[src/ltxs_pkg.sv]
package ltxs_pkg;
    // register map of the multiplexed parallel bus
    localparam logic [7:0] LTXS_ADDR_LINE_STATUS = 8'h04;
    localparam logic [7:0] LTXS_ADDR_CUR_TX      = 8'h05;
    localparam logic [7:0] LTXS_ADDR_LAST_MSG    = 8'h06;
    localparam logic [7:0] LTXS_READ_NONE        = 8'h00;
    localparam logic [7:0] LTXS_CUR_TX_RST       = 8'h00;
    localparam logic [7:0] LTXS_LAST_MSG_RST     = 8'h00;
    // synchroniser rest levels: strobes rd and wr idle high
    localparam logic [7:0] LTXS_SYNC_AD_RST      = 8'h00;
    localparam logic [3:0] LTXS_SYNC_CTL_RST     = 4'h6;
    localparam logic [2:0] LTXS_SYNC_LINE_RST    = 3'h0;
    // line status field positions
    localparam int LTXS_LS_RX_ACT   = 0;
    localparam int LTXS_LS_TX_ACT   = 1;
    localparam int LTXS_LS_DIAG_A   = 2;
    localparam int LTXS_LS_DIAG_B   = 3;
    localparam int LTXS_LS_MISMATCH = 4;
    localparam int LTXS_LS_IDLE     = 5;
    // nibble layout of both message status registers
    localparam int LTXS_CHAN_LSB  = 0;
    localparam int LTXS_RETRY_LSB = 4;
    localparam int LTXS_NIB_W     = 4;
    // diagnosis encoding of the two line bits
    localparam logic [1:0] LTXS_DIAG_NOMINAL = 2'h0;
    localparam logic [1:0] LTXS_DIAG_MAJOR   = 2'h3;
    // transmission state
    typedef enum logic [1:0] {
        LTXS_TX_IDLE = 2'h1,
        LTXS_TX_BUSY = 2'h2
    } ltxs_tx_state_t;
endpackage : ltxs_pkg

[src/ltxs_pin_sync.sv]
module ltxs_pin_sync
    import ltxs_pkg::*;
#(
    parameter int           WIDTH   = 1,
    parameter logic [WIDTH-1:0] RST_VAL = '0
) (
    // clock and reset
    input  wire logic             clk_sys,
    input  wire logic             sys_rst,
    // pins and filtered levels
    input  wire logic [WIDTH-1:0] pin_in,
    output logic      [WIDTH-1:0] level_out
);
    logic [WIDTH-1:0] s1_ff, s2_ff, s3_ff, lvl_ff;
    logic [WIDTH-1:0] nxt_lvl;

    genvar gi;
    generate
        for (gi = 0; gi < WIDTH; gi++) begin : g_bit
            // level moves only when stages two and three agree
            always_comb begin
                nxt_lvl[gi] = (s2_ff[gi] == s3_ff[gi]) ? s3_ff[gi]
                                                       : lvl_ff[gi];
            end
        end
    endgenerate

    always_ff @(posedge clk_sys) begin
        if (sys_rst) begin
            s1_ff  <= RST_VAL;
            s2_ff  <= RST_VAL;
            s3_ff  <= RST_VAL;
            lvl_ff <= RST_VAL;
        end else begin
            s1_ff  <= pin_in;
            s2_ff  <= s1_ff;
            s3_ff  <= s2_ff;
            lvl_ff <= nxt_lvl;
        end
    end

    assign level_out = lvl_ff;
endmodule : ltxs_pin_sync

[src/ltxs_status.sv]
// Operation
// - two diagnosis bits: 00 nominal, one set degraded, 11 both faulty
// - sticky mismatch sets when one of three line inputs disagrees while diag_compare_en is high
// - sticky mismatch cleared only by diagnosis reinit or general reset
// - transmit-in-progress from identifier choice until success or limit
// - idle status bit; idle is the state taken after reset
// - current-tx register read-only, reset zero, retries high, channel low
// - last-message register read-only, reset zero, low nibble last channel
// - last-message high nibble holds retries at last tx success, retry limit or reception
module ltxs_status
    import ltxs_pkg::*;
(
    // clock and reset
    input  wire logic       clk_sys,
    input  wire logic       sys_rst,
    // multiplexed host bus pins
    input  wire logic [7:0] ad_in,
    output logic      [7:0] ad_out,
    output logic            ad_oe,
    input  wire logic       ale,
    input  wire logic       rd_n,
    input  wire logic       wr_n,
    input  wire logic       cs,
    // line receive pins
    input  wire logic       line_in_0,
    input  wire logic       line_in_1,
    input  wire logic       line_in_2,
    // diagnosis logic
    input  wire logic       diag_compare_en,
    input  wire logic       diag_reinit,
    input  wire logic       line_diag_bit_a,
    input  wire logic       line_diag_bit_b,
    output logic            input_mismatch_sticky,
    output logic            input_mismatch_alias,
    // mode commands
    input  wire logic       idle_cmd,
    input  wire logic       activate_cmd,
    output logic            idle_state_flag,
    // retry engine
    input  wire logic       tx_start,
    input  wire logic       tx_done_ok,
    input  wire logic       tx_retry_over,
    input  wire logic       rx_done_ok,
    input  wire logic [3:0] cur_retry_count,
    input  wire logic [3:0] cur_channel_num,
    input  wire logic [3:0] rx_channel_num,
    input  wire logic       rx_active,
    output logic            tx_active,
    output logic [3:0]      last_retry_count,
    output logic [3:0]      last_channel_num
);
    ////////////////////////////////////////////////////////////////////////
    // pin synchronisers
    logic [7:0] ad_s;
    logic [3:0] ctl_s;
    logic [2:0] line_s;
    logic       ale_s, rd_s, wr_s, cs_s;

    ltxs_pin_sync #(.WIDTH(8), .RST_VAL(LTXS_SYNC_AD_RST)) u_sync_ad (
        .clk_sys  (clk_sys),
        .sys_rst  (sys_rst),
        .pin_in   (ad_in),
        .level_out(ad_s)
    );
    // rd and wr are active low: rest high
    ltxs_pin_sync #(.WIDTH(4), .RST_VAL(LTXS_SYNC_CTL_RST)) u_sync_ctl (
        .clk_sys  (clk_sys),
        .sys_rst  (sys_rst),
        .pin_in   ({cs, wr_n, rd_n, ale}),
        .level_out(ctl_s)
    );
    ltxs_pin_sync #(.WIDTH(3), .RST_VAL(LTXS_SYNC_LINE_RST)) u_sync_line (
        .clk_sys  (clk_sys),
        .sys_rst  (sys_rst),
        .pin_in   ({line_in_2, line_in_1, line_in_0}),
        .level_out(line_s)
    );
    assign ale_s = ctl_s[0];
    assign rd_s  = ~ctl_s[1];
    assign wr_s  = ~ctl_s[2];
    assign cs_s  = ctl_s[3];

    ////////////////////////////////////////////////////////////////////////
    // status state
    ltxs_tx_state_t tx_st_ff, nxt_tx_st;
    logic       mism_ff, nxt_mism;
    logic       idle_ff, nxt_idle;
    logic [7:0] cur_tx_ff, nxt_cur_tx;
    logic [7:0] last_ff, nxt_last;
    logic       lines_differ;

    function automatic logic [7:0] pack_nib(input logic [3:0] retry,
                                            input logic [3:0] chan);
        logic [7:0] r;
        r = '0;
        r[LTXS_RETRY_LSB +: LTXS_NIB_W] = retry;
        r[LTXS_CHAN_LSB  +: LTXS_NIB_W] = chan;
        return r;
    endfunction : pack_nib

    assign lines_differ = !((line_s[0] == line_s[1]) &&
                            (line_s[1] == line_s[2]));

    always_comb begin
        nxt_tx_st = tx_st_ff;
        unique case (tx_st_ff)
            LTXS_TX_IDLE: begin
                if (tx_start) begin
                    nxt_tx_st = LTXS_TX_BUSY;
                end
            end
            LTXS_TX_BUSY: begin
                if (tx_done_ok || tx_retry_over) begin
                    nxt_tx_st = LTXS_TX_IDLE;
                end
            end
            default: nxt_tx_st = LTXS_TX_IDLE;
        endcase
        // set wins over reinit
        nxt_mism = diag_reinit ? 1'b0 : mism_ff;
        if (diag_compare_en && lines_differ) begin
            nxt_mism = 1'b1;
        end
        nxt_idle = idle_ff;
        if (activate_cmd) begin
            nxt_idle = 1'b0;
        end
        if (idle_cmd) begin
            nxt_idle = 1'b1;
        end
        nxt_cur_tx = pack_nib(cur_retry_count, cur_channel_num);
        nxt_last   = last_ff;
        if (tx_done_ok || tx_retry_over) begin
            nxt_last = pack_nib(cur_retry_count, cur_channel_num);
        end else if (rx_done_ok) begin
            nxt_last = pack_nib(cur_retry_count, rx_channel_num);
        end
    end

    always_ff @(posedge clk_sys) begin
        if (sys_rst) begin
            tx_st_ff  <= LTXS_TX_IDLE;
            mism_ff   <= 1'b0;
            idle_ff   <= 1'b1;
            cur_tx_ff <= LTXS_CUR_TX_RST;
            last_ff   <= LTXS_LAST_MSG_RST;
        end else begin
            tx_st_ff  <= nxt_tx_st;
            mism_ff   <= nxt_mism;
            idle_ff   <= nxt_idle;
            cur_tx_ff <= nxt_cur_tx;
            last_ff   <= nxt_last;
        end
    end

    assign tx_active             = (tx_st_ff == LTXS_TX_BUSY);
    assign input_mismatch_sticky = mism_ff;
    assign input_mismatch_alias  = mism_ff;
    assign idle_state_flag       = idle_ff;
    assign last_retry_count      = last_ff[LTXS_RETRY_LSB +: LTXS_NIB_W];
    assign last_channel_num      = last_ff[LTXS_CHAN_LSB +: LTXS_NIB_W];

    ////////////////////////////////////////////////////////////////////////
    // bus slave: read only, writes ignored
    logic [7:0] addr_ff, nxt_addr;
    logic [7:0] rdata_ff, nxt_rdata;
    logic       ale_d_ff, rd_d_ff;
    logic [7:0] line_word;
    logic       rd_start;

    always_comb begin
        line_word = '0;
        line_word[LTXS_LS_RX_ACT]   = rx_active;
        line_word[LTXS_LS_TX_ACT]   = tx_active;
        line_word[LTXS_LS_DIAG_A]   = line_diag_bit_a;
        line_word[LTXS_LS_DIAG_B]   = line_diag_bit_b;
        line_word[LTXS_LS_MISMATCH] = mism_ff;
        line_word[LTXS_LS_IDLE]     = idle_ff;
    end

    assign rd_start = cs_s && rd_s && !rd_d_ff;

    always_comb begin
        nxt_addr = (ale_d_ff && !ale_s) ? ad_s : addr_ff;
        nxt_rdata = rdata_ff;
        if (rd_start) begin
            unique case (addr_ff)
                LTXS_ADDR_LINE_STATUS: nxt_rdata = line_word;
                LTXS_ADDR_CUR_TX:      nxt_rdata = cur_tx_ff;
                LTXS_ADDR_LAST_MSG:    nxt_rdata = last_ff;
                default:               nxt_rdata = LTXS_READ_NONE;
            endcase
        end
    end

    always_ff @(posedge clk_sys) begin
        if (sys_rst) begin
            addr_ff  <= LTXS_READ_NONE;
            rdata_ff <= LTXS_READ_NONE;
            ale_d_ff <= 1'b0;
            rd_d_ff  <= 1'b0;
        end else begin
            addr_ff  <= nxt_addr;
            rdata_ff <= nxt_rdata;
            ale_d_ff <= ale_s;
            rd_d_ff  <= cs_s && rd_s;
        end
    end

    // wr_s is decoded but no register takes it
    assign ad_out = rdata_ff;
    assign ad_oe  = cs_s && rd_s && rd_d_ff && !wr_s;
endmodule : ltxs_status

[config.mk]
export PLATFORM = sky130hd
export DESIGN_NAME = ltxs_status
export DESIGN_NICKNAME = d
export VERILOG_FILES = /design/src/ltxs_pkg.sv /design/src/ltxs_pin_sync.sv /design/src/ltxs_status.sv
export SDC_FILE = /design/constraint.sdc
export NUM_CORES = 1
export LEC_CHECK = 0
export ABC_AREA = 1
export BUFFER_PORTS_ARGS = -buffer_cell sky130_fd_sc_hd__buf_2
export CORE_ASPECT_RATIO = 1.5
export CORE_UTILIZATION = 50
export CTS_CLUSTER_SIZE = 40
export DETAILED_ROUTE_END_ITERATION = 8
export GPL_TIMING_DRIVEN = 0
export PLACE_DENSITY = 0.73
export RECOVER_POWER = 50
export SLEW_MARGIN = 20
export SYNTH_ARGS = -nofsm -noshare
export SYNTH_HDL_FRONTEND = slang
export SYNTH_SLANG_ARGS = --single-unit
export TNS_END_PERCENT = 5
[constraint.sdc]
create_clock -name clk_sys -period 1.3 [get_ports clk_sys]
set_input_delay 0.195 -clock clk_sys [delete_from_list [all_inputs] [get_ports clk_sys]]
set_output_delay 0.195 -clock clk_sys [all_outputs]
set_load 0.1 [all_outputs]
## Word-level counts from Yosys, hierarchy flattened

Cells that the tools add are included.

- Register bits: 98
- Bits of input ports: 40
- Output and inout port bits: 21
- Logic and storage cells: 81

- Equal/unequal tests: 24
- Multiplexer cells: 8
- Bitwise logic cells: 1
- Reduce and logical (&&, ||, !) cells: 15

Operator list:

| cell | count |
|---|---|
| 8-bit by 3-bit equality test with 1-bit output, second input constant | 3 |
| 8-bit one-hot mux with 3 select lines | 1 |
| 1-bit equality test | 17 |
| 8-bit 2-to-1 mux | 2 |
| 1-bit logical AND | 7 |
| 2-bit 2-to-1 mux | 2 |
| 2-bit one-hot mux with 2 select lines | 1 |
| 2-bit nonzero test | 2 |
| 1-bit logical NOT | 3 |
| 2-bit by 1-bit equality test with 1-bit output, second input constant | 1 |
| 2-bit equality test, second input constant | 1 |
| 1-bit 2-to-1 mux | 2 |
| 2-bit by 1-bit inequality test with 1-bit output, second input constant | 1 |
| 2-bit inequality test, second input constant | 1 |
| 2-bit AND reduction | 1 |
| 2-bit OR reduction | 1 |
| 1-bit logical OR | 1 |
| 1-bit inverter | 1 |

## Longest topological paths before layout

Gate-level depths: netlist of the first run.

- Depth in word-level cells: 5
- Depth in mapped cells: 8
- Depth with buffers taken out: 7

## Modules after synthesis

From an unflattened synthesis of the first run, not the netlist that was laid out.

- Cells, all modules: 410
- Area total of the unflattened synthesis: 3,444.6 µm²

By module, submodules not included:

| module | times used | cells each | area an instance (µm²) | seq. area each (µm²) |
|---|---|---|---|---|
| ltxs_status | 1 | 203 | 1,577.8 | 760.7 |
| ltxs_pin_sync at u_sync_ad | 1 | 108 | 970.9 | 640.6 |
| ltxs_pin_sync at u_sync_ctl | 1 | 58 | 508.0 | 320.3 |
| ltxs_pin_sync at u_sync_line | 1 | 41 | 387.9 | 240.2 |

## Worst setup path after synthesis of the first run

OpenSTA, ideal clock, no wires.

- Path type: register to register
- Start: register tx_st_ff[1]
- End: register rdata_ff[1], in the netlist ad_out[1]
- Setup time: 0.067 ns
- Arrival time: 2.100 ns
- Data required time: 1.233 ns
- Path slack: -0.867 ns
- Stages on the path, launching flop included: 7
- Path buffers: 0
- Clock period less this slack: 2.167 ns
- Cell sequence: dfxtp_1 -> inv_1 -> nor2_1 -> nand3_1 -> nand3_1 -> nand2_1 -> a21oi_2

- Longest elaborated chain between the ends: 2

Ends and longest elaborated chain:

| element | line | text |
|---|---|---|
| start, declared | ltxs_status.sv:85 | `ltxs_tx_state_t tx_st_ff, nxt_tx_st;` |
| start signal, assigned | ltxs_status.sv:148 | `tx_st_ff <= nxt_tx_st;` |
| 2-bit equality test | ltxs_status.sv:156 | `assign tx_active = (tx_st_ff == LTXS_TX_BUSY);` |
| named net tx_active | ltxs_status.sv:48 | `output logic tx_active,` |
| 8-bit one-hot mux with 3 select lines | ltxs_status.sv:187 | `unique case (addr_ff)` |
| end signal, assigned | ltxs_status.sv:204 | `rdata_ff <= nxt_rdata;` |
| end, declared | ltxs_status.sv:166 | `logic [7:0] rdata_ff, nxt_rdata;` |

The timed path passes the listed nets, and every way through them passes these cells.
A chain may end at the register's enable or synchronous reset.

## Final worst setup path of the first run

- Start: register u_sync_ctl.lvl_ff[3], in the netlist u_sync_ctl.level_out[3]
- End: output ad_oe

- Longest elaborated chain between the ends: 3

Ends and longest elaborated chain:

| element | line | text |
|---|---|---|
| start, declared | ltxs_pin_sync.sv:14 | `logic [WIDTH-1:0] s1_ff, s2_ff, s3_ff, lvl_ff;` |
| start signal, assigned | ltxs_pin_sync.sv:38 | `lvl_ff <= nxt_lvl;` |
| 1-bit logical AND (3 in a row) | ltxs_status.sv:212 | `assign ad_oe = cs_s && rd_s && rd_d_ff && !wr_s;` |
| end, declared | ltxs_status.sv:19 | `output logic ad_oe,` |

Every way passes these cells.

==> impl.org, run 1 <==
** Outcome
- Outcome :: finished, violations left
- The final reports fail on negative setup slack.

** Synth
- Synthesis Warnings :: 0
- Sorting the synthesized cells by area gives the leading types as dfxtp_1, nor2_1, inv_1.
- The cell area that synthesis handed to floorplanning was between 3000 and 4000 um^2.
- Flip-flop and latch count after synthesis :: 98
- Synthesis produced a netlist with a net count of 440.
- Cell count after synthesis :: 400
- Dividing the synthesized area by the synthesized cell count gives 8.43 um^2.
- Number of distinct library cells after synthesis :: 21
- The share of the Yosys chip area taken by registers is around three fifths.
- After synthesis, the largest area contributor takes up just under 60% of total cell area.
- Library cell occupying the most area in the post-synthesis netlist :: dfxtp_1

** Critical path
- The worst setup path is launched from a register.
- The critical path in this run is classified as register to primary output.
- Data required time of the critical path :: between 1000 and 1500 ps
- The kind of cell with the highest combined delay along the critical path is flip-flops.
- Cell with the most instances on the worst path :: inv_2
- Worst path slowest cell :: dfxtp_2
- Endpoint kind of the worst setup timing path :: primary output
- CP Buf/Inv Count :: 3
- Cell-by-cell trace of the critical path :: inv_2, nor2_2, inv_2, nor2_4, buf_12
- For the worst setup path, the data arrival time is 1160 ps.
- Of all nets on the critical path, the largest fanout is 2.
- In this design, the stage delay of the slowest critical-path cell is between 300 and 400 ps.

** Power
- Total Power :: ~5.3 mW
- Leak :: about 1.8 nW
- Power Density :: between 1000 and 1500 nW/um^2
- Peak ir drop on the vdd network :: approximately 0.86 mV

** Placement
- Number of port buffers :: slightly below 60
- Detailed placement ended at an HPWL of between 4000 and 5000 um.
- Placed standard-cell area :: roughly 3800 um^2
- Timing analysis after detailed placement gives a worst setup slack of 8.36 ps.
- The congestion estimate from routability-driven global placement came to 0.835.
- After detailed placement, the design holds a cell count of 535.

** Drt
- DRT Wirelength :: 6480 um
- Pre-antenna DRT Iters :: 4
- Routed via count :: 2643
- Number of nets with antenna violations after routing :: 0
- After detailed routing, the average wire length per cell comes to roughly 12 um.
- The first routing iteration left 82 violations.
- Drt via density :: between 4 and 5
- For this run, design rule violations remaining after detail routing come to 0.

** Worst hold path
- Worst hold-check path type :: primary input to register

** Timing
- For this run, the top clock speed supported by timing is between 0.7 and 0.8 GHz.
- After layout, the minimum clock period comes to 1350 ps.
- Final Hold Viols :: 0
- Headroom to the max-slew limit came out at a little over half.
- Maximum clock skew at final layout :: just under 10 ps
- Adding up every negative setup slack in the final design gives -52.6 ps.
- Hold timing on the final database bottoms out at a slack of around 27 ps.
- The final critical path takes up 104% of the cycle.
- Slew @ Worst Pin :: roughly 690 ps
- Setup violations remaining at the end of the flow were counted as 1.
- The final count of pins violating max slew is 0.
- Setup repair after global routing could not meet its margin everywhere.
- After layout, the worst setup slack is -52.6 ps.

** Floorplan
- The floorplan step defined a die boundary enclosing 7090 um^2.
- The die is just under 70 um wide.
- After floorplanning, the core was sized to cover between 6000 and 7000 um^2.
- Starting Density :: ~52%
- The floorplan step set the die height to around 100 um.
- The initialized floorplan defines 36 standard-cell rows.
- During I/O placement, the number of pins put on the boundary was 61.

** Job
- Maxcap violations :: 0

** Final layout
- Most common cell after layout, fill and taps aside :: dfxtp_1
- Final Net Count :: approximately 510
- The number of antenna diodes in the final layout is 0.
- Compared with the post-synthesis result, the final layout area differs by 20.4%.
- The finished cells cover around 4000 um^2.
- In the layout the commonest cells are dfxtp_1, inv_1, nor2_1.
- In the final layout, the share of cells above drive strength 1 is between 20% and 30%.
- Share of the core filled with cells in the final layout :: 62.6%
- Excluding fillers, the count of instances in the completed layout stands at around 550.

** CTS
- Clock sink total :: around 100
- Library cell used as clock root buffer :: clkbuf_8
- CTS hold repair buffers :: 0
- Clock latency on the worst-skew pair, taken at its later pin, is between 300 and 400 ps.
- Buffers inserted during clock tree synthesis total 9.
- Max H-tree Level :: 3
- Clock transition at path regs :: roughly 80 ps
- Maximum count of clock buffers along a single path :: 2
- TritonCTS built the clock tree.

** Global routing
- Initial antenna violation count :: 0
- Global-route congestion overflow total :: 0
- Global-route wire length before repair :: about 11000 um
- In the global route stage, met2 resource usage came out at between 30% and 40%.
- Global routing used a little over a fifth of the available met1 tracks.
- Number of global-route vias before repair :: about 2500
- Entering global routing, the biggest net connects 16 pins.
- In this run the most used layer during global routing was met2.
- In the global route stage, overall resource usage came out at between 20% and 30%.
- Global-route track usage on met3 :: approximately 4.1%
==> sequential cells by signal, summed over array words and instances, names as in the netlist <==
name	count
ad_out	8
addr_ff	8
cur_tx_ff	8
last_ff	8
u_sync_ad.level_out	8
u_sync_ad.s1_ff	8
u_sync_ad.s2_ff	8
u_sync_ad.s3_ff	8
u_sync_ctl.level_out	4
u_sync_ctl.s1_ff	4
u_sync_ctl.s2_ff	4
u_sync_ctl.s3_ff	4
u_sync_line.level_out	3
u_sync_line.s1_ff	3
u_sync_line.s2_ff	3
u_sync_line.s3_ff	3
tx_st_ff	2
ale_d_ff	1
idle_state_flag	1
input_mismatch_alias	1
rd_d_ff	1
==> area by class of cell <==
type,count,area (um^2)
plain buffers,14,76.3
clock buffers,11,141
clock inverters,5,30.0
fillers,603,2420
inverters,68,255
multi-input cells,220,1100
flip-flops and latches,98,1970
well taps,76,95.1
repair buffers,61,399
==> Yosys cell counts (all sizes together) <==
cell / instances
nor2: 70
inv: 68
or2: 6
a211oi: 4
a21oi: 36
nand2: 41
dfxtp: 98
a31oi: 4
nand3: 32
clkbuf: 2
buf: 12
o21ai: 27
==> cell families (layout without fill, tap and decap cells) <==
logic type / after synthesis / in the layout / share of synthesized area (%)
and+or+nand+nor: 149 / 149 / 20.0
AOI/OAI and AO/OA: 71 / 71 / 11.9
buffers and inverters: 82 / 159 / 10.0
DFF: 98 / 98 / 58.2
==> layer usage <==
metal / wire length, um / vias to the layer above
met5: 0 / -
met1: 2670 / 1175
met2: 3400 / 67
met4: 142 / 0
met3: 260 / 10
li1: - / 1391
==> power breakdown <==
part           switching [mW]  internal, mW  total, mW
clock network           0.986         0.738       1.72
logic                   0.299         0.129      0.428
registers              0.0447          3.09       3.14
==> worst paths after layout <==
check	depth (start not counted)	startpoint	slack, ps	endpoint
min	2	rd_n	30	u_sync_ctl.s1_ff[1]$_SDFF_PP1_
max	5	u_sync_ctl.level_out[3]$_SDFFE_PP0N_	-50	ad_oe
min reg2reg	2	u_sync_line.s1_ff[0]$_SDFF_PP0_	400	u_sync_line.s2_ff[0]$_SDFF_PP0_
max reg2reg	8	u_sync_ctl.level_out[3]$_SDFFE_PP0N_	70	ad_out[3]$_SDFFE_PP0P_
==> timing repair <==
action / in CTS / in global routing
gates resized for setup: 34 / 2
setup buffers: 1 / 1
setup endpoints to repair: 21 / 4
pin swaps: 0 / 1
endpoints found under the hold margin: 0 / 0
Power figures use the tool's default switching activity.
==> run 2, diff against run 1 <==
--- a/config.mk
+++ b/config.mk
@@ -8,11 +8,11 @@
 export ABC_AREA = 1
 export BUFFER_PORTS_ARGS = -buffer_cell sky130_fd_sc_hd__buf_2
 export CORE_ASPECT_RATIO = 1.5
-export CORE_UTILIZATION = 50
+export CORE_UTILIZATION = 49
 export CTS_CLUSTER_SIZE = 40
 export DETAILED_ROUTE_END_ITERATION = 8
 export GPL_TIMING_DRIVEN = 0
-export PLACE_DENSITY = 0.73
+export PLACE_DENSITY = 0.74
 export RECOVER_POWER = 50
 export SLEW_MARGIN = 20
 export SYNTH_ARGS = -nofsm -noshare
==> constraint.sdc (replaced) <==
create_clock -name clk_sys -period 1.15 [get_ports clk_sys]
set_input_delay 0.1725 -clock clk_sys [delete_from_list [all_inputs] [get_ports clk_sys]]
set_output_delay 0.1725 -clock clk_sys [all_outputs]
set_load 0.1 [all_outputs]
==> run 2 against run 1 <==
Compared with the run above:
- the run still ends with negative setup slack left
- global-route usage fell by 1.1 points
- sequential cell count did not move
- clock skew about the same
- sequential share of layout area shrank 1.8 points
- clock power rose by 25%
- register-to-register slack worse by 140 ps
- worst hold slack got worse by 7.4 ps
- via count fell by 1.0%
- design area rose by 4.7%
- first-iteration DRC count grew 70%
- combinational power rose by 19%
- clock-buffer cell count is the same
- critical path type unchanged
- largest cell class unchanged
- largest power group unchanged
- highest routed layer unchanged
==> impl.org, run 2 (synthesized netlist as in run 1, its figures left out) <==
** Final layout
- In the final layout, the multi-input gates occupy 1100 um^2.
- Excluding fillers, the count of instances in the completed layout stands at roughly 560.
- Most frequent cells in the layout :: dfxtp_1, nor2_1, inv_1
- Fill cell count :: 557
- Post-route cell area :: 4250 um^2
- Final antenna diode count :: 0
- Sequential cell area :: just under 2000 um^2
- The library cell used most frequently in the layout, excluding fill and tap cells, is dfxtp_1.
- Final Net Count :: 516
- The post-route netlist has 27.0% of its cells at a drive strength greater than 1.
- From synthesis to final layout, the design area changed by 26.0%.

** Timing
- Post-layout min period :: approximately 1300 ps
- Total negative setup slack :: -595 ps
- Slew @ Worst Pin :: 701 ps
- Fmax :: 0.753 GHz
- Final-report max-slew violation count :: 0
- RSZ-0062 raised after global routing :: yes
- Setup violations remaining at the end of the flow were counted as 12.
- Of the available clock period, the critical path in the final layout requires 115%.
- The final number of hold-violating endpoints was 0.
- Remaining max-slew budget at the tightest pin :: a little over half
- For the final database, setup skew stands at 9.87 ps.
- Post-layout worst setup margin :: -177 ps

** Global routing
- The number of antenna violations at the first check in global routing was 0.
- Global-route congestion overflow total :: 0
- The first global-routing pass estimated ~11000 um of wire.
- Number of global-route vias before repair :: roughly 2500
- Pin count of the biggest net entering global routing :: 16
- Global routing used 19.0% of the available tracks across all layers.

** Drt
- After detailed routing, the number of remaining DRC violations is 0.
- Drt via density :: ~4.7
- Number of nets with antenna violations after routing :: 0
- Detailed router's first-iteration violation count :: 139
- Dividing the detail-routed wire length by the instance count gives between 10 and 15 um.
- Routed via count :: 2616
- The final layout contains routed wiring with a total length of between 6000 and 7000 um.
- Pre-antenna DRT Iters :: 4

** Critical path
- Crit start category :: register
- STA classifies the critical path endpoint as a primary output.
- For the worst setup path, the data required time is 980 ps.
- Worst R2R Setup Slack :: -70 ps
- Critical Path Fanout Max :: 2
- For the worst setup path, the data arrival time is 1150 ps.
- The critical path is of the register to primary output type.

** CTS
- Clock transition at path regs :: 90 ps
- The cell sitting at the root of the clock tree is a clkbuf_8.
- Skew-Pair Late Insertion Delay :: 350 ps
- Maximum count of clock buffers along a single path :: 2
- Clock sink total :: slightly below 100
- TritonCTS built the clock tree.
- Number of buffers inserted during clock tree synthesis :: 9
- Max H-tree Level :: 3

** Job
- Max-cap violations in this run came to 0.

** Power
- Leak :: between 1.5 and 2 nW
- In this run, the clock network consumes between 30% and 40% of the power.
- Total Power :: 6.21 mW
- Of the total power, the share spent switching nets is between 20% and 30%.
- Sequential power share :: around 57%
- Switch Pwr :: between 1 and 1.5 mW
- Combinational logic is responsible for about 8.2% of the overall power.
- IR analysis of the VDD net gives a maximum drop of slightly above 1 mV.
- Power Density :: 1460 nW/um^2
- The internal power of the cells totals around 4.7 mW.

** Outcome
- The run finished, with violations left.
- Violated checks :: negative setup slack

** Placement
- Placer Congestion :: slightly above 0.8
- The placed instances occupy a cell area of roughly 3800 um^2.
- Detailed placement ended at an HPWL of approximately 4600 um.
- Buffers placed on the I/O ports in this run total 59.
- After detailed placement, the design holds a cell count of 535.

** Floorplan
- Die footprint :: slightly above 7000 um^2
- Placeable core area :: 6580 um^2
- During I/O placement, the number of pins put on the boundary was between 60 and 70.
- For this configuration, the core starts out at a cell density of about 51%.
- Width of the chip :: between 60 and 70 um
- After floorplanning, the core was divided into 36 placement rows.
- The floorplan step set the die height to approximately 100 um.

** Worst hold path
- Worst hold-check path type :: primary input to register
==> run 2: cell types whose count changed in the layout (fill, tap and decap cells not counted), moves of 2 or more <==
cell,change
clkinvlp_4,-2
dfxtp_1,-11
buf_12,+2
buf_4,-19
buf_8,+3
o21ai_0,+2
buf_6,+13
dlygate4sd3_1,+5
dfxtp_2,+10
o21ai_1,-2
==> run 2: power by group through the flow <==
stage,registers (mW),clock network (mW),logic (mW)
CTS,3.55,2.22,0.514
floorplan,3.78,0,0.179
finish,3.55,2.15,0.510
global placement,3.63,0,0.464
global route,3.57,2.35,0.559
detailed placement,3.63,0,0.470
==> run 2: path summary, 6_finish.rpt <==
kind,startpoint,to,cells after the start
max,u_sync_ctl.level_out[3]$_SDFFE_PP0N_,ad_oe,5
max reg2reg,u_sync_ctl.level_out[3]$_SDFFE_PP0N_,ad_out[3]$_SDFFE_PP0P_,8
min,ad_in[1],u_sync_ad.s1_ff[1]$_SDFF_PP0_,3
min reg2reg,u_sync_ctl.s1_ff[3]$_SDFF_PP0_,u_sync_ctl.s2_ff[3]$_SDFF_PP0_,2
==> run 2: timing repair <==
action                                  CTS  global route
gates resized for setup                  54            15
endpoints found under the hold margin     4             0
hold buffers                              5             0
endpoints found under the setup margin   28            19
pin swaps                                 1             1
buffers inserted                          1             0
==> run 2: layer usage <==
layer,wire length (um),part of all wire (%),track usage (%),vias up
met3,270,4.3,4.57,10
met2,3310,52,34.3,65
met5,0,0,0,-
met4,125,2.0,10.6,0
li1,-,-,-,1395
met1,2630,41,19.9,1146
==> run 2: area by class of cell <==
cell class / count / area share, %
well taps: 76 / 2.24
inverters: 68 / 6.12
repair buffers: 65 / 12.6
multi-input cells: 220 / 25.8
flip-flops and latches: 98 / 46.7
clock inverters: 5 / 1.27
clock buffers: 11 / 3.33
plain buffers: 14 / 1.97
==> run 2: through the flow <==
step / setup slack, ps / util, % / hold slack [ps]
6_report: -177 / 64.6 / 19.2
5_1_grt: -247 / 64.6 / 0.166
4_1_cts: -225 / 64.1 / 0.285
3_5_place_dp: -113 / 57.7 / 360
3_3_place_gp: -96.9 / 57.7 / 360
2_1_floorplan: -144 / - / 275
==> run 2: critical path: stages, from the launching register on <==
cell	delay (ps)
dfxtp_2	340
inv_2	50
nor2_4	70
inv_2	50
nor2_4	110
buf_12	180
==> run 3, diff against run 2 <==
==> constraint.sdc (replaced) <==
create_clock -name clk_sys -period 1.15 [get_ports clk_sys]
set_input_delay 0.0575 -clock clk_sys [delete_from_list [all_inputs] [get_ports clk_sys]]
set_output_delay 0.0575 -clock clk_sys [all_outputs]
set_load 0.1 [all_outputs]
==> run 3 against run 2 <==
Compared with the run above:
- the run still ends with negative setup slack left
- largest cell class unchanged
- register-to-register slack about the same
- worst setup slack better by 120 ps
- clock-buffer cell count down 2
- largest power group unchanged
- fmax up 9.8%
- die area unchanged
==> impl.org, run 3 (synthesized netlist as in run 1, its figures left out) <==
** Timing
- The final count of pins violating max slew came to 0.
- Maximum clock skew at final layout :: 10.7 ps
- Final Setup Violations :: 9
- Final Cycle Share :: 105%
- Subtracting the final worst setup slack from the clock period gives about 1200 ps.
- Based on the critical path, the design can be clocked at up to ~0.83 GHz.
- Post-layout worst setup margin :: -59.0 ps
- Remaining max-slew budget at the tightest pin :: a little under three fifths
- In the final timing run, aggregate negative setup slack is -396 ps.
- Worst hold slack across all endpoints :: 30.8 ps
- For the pin with the worst max-slew slack, the measured transition is between 600 and 700 ps.
- Setup repair after global routing could not meet its margin everywhere.
- The final number of hold-violating endpoints is 0.

** Global routing
- All-layer global routing usage :: around a fifth
- Initial antenna violation count :: 0
- Number of global-route vias before repair :: roughly 2700
- Entering global routing, the biggest net connects 17 pins.
- The first global-routing pass estimated 12000 um of wire.
- After global routing the overflow that remains totals 0.

** Final layout
- Area growth from synthesis to final layout :: 35.1%
- For this run, the post-layout net count is roughly 550.
- Final Instance Count excl. Fillers :: 593
- Fill cell count :: ~530
- Most common cell after layout, fill and taps aside :: dfxtp_1
- The library cells used most frequently in the layout, excluding fill and tap cells, are dfxtp_1, nor2_1, inv_1.
- The number of antenna diodes in the final layout is 0.
- In the final layout, the share of cells above drive strength 1 is ~28%.
- Summing all non-filler instances in the final layout gives an area of 4560 um^2.

** Floorplan
- Width of the chip :: 69.7 um
- The die covers 7230 um^2.
- Starting Density :: 51.3%
- Placeable core area :: ~6600 um^2
- Num rows :: 36
- Ports :: 61
- Die H :: ~100 um

** Critical path
- Crit start category :: register
- Critical path type :: register to register
- Of all nets on the critical path, the largest fanout is 6.
- Data arrival at the endpoint of the critical path :: between 1500 and 2000 ps
- STA classifies the critical path endpoint as a register.
- Data required time of the critical path :: between 1000 and 1500 ps

** Power
- Peak ir drop on the vdd network :: roughly 1.1 mV
- Per report_power, the clock group accounts for approximately 37% of the total.
- Power Density :: roughly 1400 nW/um^2
- Net switching is around a quarter of the power.
- Internal power comes to between 4 and 5 mW.
- Leak :: 1.95 nW
- In this run the power spent charging and discharging nets is about 1.6 mW.
- Combinational logic burns 9.1% of the power.
- The share of total power dissipated in sequential elements is between 50% and 60%.

** Drt
- The detail route stage leaves a number of antenna-violating nets equal to 0.
- Routed via count :: 2858
- Wires add up to 7390 um.
- In the routed design, unresolved DRC markers number 0.
- Dividing the detail-routed via count by the number of cells gives ~4.8.
- After detailed routing, the average wire length per cell comes to 12.5 um.
- After the first detailed-routing iteration, the DRC count stood at roughly 160.
- The routed design uses about 3800 um of met2 wire.
- Met1 Wirelength :: roughly 3000 um
- For this run, the detailed router's first-pass iteration total came to 4.
- Routed length on met3 :: 338 um
- The highest metal layer carrying signal wires in the routed design is met4.

** CTS
- Library cell used as clock root buffer :: clkbuf_8
- Clock tree synthesis inserted a total of 9 buffers.
- TritonCTS built the clock tree.
- The clock reaches the later pin of the worst-skew pair after around 360 ps.
- In this run the number of H-tree levels came out at 3.
- Clock transition at path regs :: roughly 90 ps
- Clock sink total :: roughly 100
- Maximum count of clock buffers along a single path :: 2

** Placement
- After detailed placement, the total cell area comes to between 3000 and 4000 um^2.
- After detailed placement, the design holds a cell count of 535.
- Number of port buffers :: about 60
- Final HPWL DP :: 4570 um
- At the end of routability-driven placement, the weighted congestion stood at roughly 0.88.

** Outcome
- Outcome :: finished, violations left
- The final reports fail on negative setup slack.

** Job
- Max-cap violations in this run came to 0.

** Worst hold path
- In this run the worst hold path is classified as primary input to register.
[run 3: layout make-up]
class / instances / area [um^2] / share of cell area, %
flip-flops and latches: 98 / 1970 / 43.3
plain buffers: 14 / 80.1 / 1.76
clock buffers: 9 / 124 / 2.72
multi-input cells: 221 / 1140 / 25.1
repair buffers: 100 / 790 / 17.3
inverters: 68 / 258 / 5.66
clock inverters: 7 / 93.8 / 2.06
well taps: 76 / 95.1 / 2.09
[run 3: metrics by stage]
stage	setup slack (ps)	total power, mW	util, %
floorplan	-267	3.95	-
global placement	14.9	4.09	57.4
detailed placement	6.41	4.10	57.4
CTS	-97.6	6.55	67.7
global route	-130	6.74	69.3
finish	-59.0	6.52	69.3
[run 3: path summary, 6_finish.rpt]
kind                                 startpoint                             to  slack, ps  cells past startpoint
setup reg to reg        addr_ff[7]$_SDFFE_PP0P_         ad_out[4]$_SDFFE_PP0P_        -60                      8
setup / recovery        addr_ff[7]$_SDFFE_PP0P_         ad_out[4]$_SDFFE_PP0P_        -60                      8
hold / removal                       rx_done_ok        last_ff[3]$_SDFFE_PP0P_         30                      3
hold reg to reg   u_sync_ad.s1_ff[6]$_SDFF_PP0_  u_sync_ad.s2_ff[6]$_SDFF_PP0_        400                      2
[run 3: critical path, cell delays in order (launching register included)]
cell	delay, ps
dfxtp_2	330
inv_2	50
nand2_2	60
nor2_4	190
buf_4	180
nand3_1	70
nand3_1	90
nand2_1	80
a21oi_2	110
[run 3: routing by layer]
metal  global-route usage (%)  up-vias
met3                     5.54       20
met1                     23.6     1279
met2                     36.6       90
met5                        0        -
li1                         -     1469
met4                     7.71        0
[run 3: power by group through the flow]
stage,Combinational (mW),Clock (mW),Sequential [mW]
after floorplan,0.179,0,3.77
after global placement,0.466,0,3.62
after detailed placement,0.475,0,3.62
after CTS,0.584,2.42,3.55
after global routing,0.641,2.54,3.56
final,0.592,2.38,3.55
[run 3: what timing repair did]
action                     in CTS  in global routing
hold endpoints to repair       36                  0
setup endpoints to repair      24                 14
hold buffers                   35                  0
resized for setup              36                 25
buffers inserted                1                  3
gates cloned                    0                  3
pin swaps                       1                 10
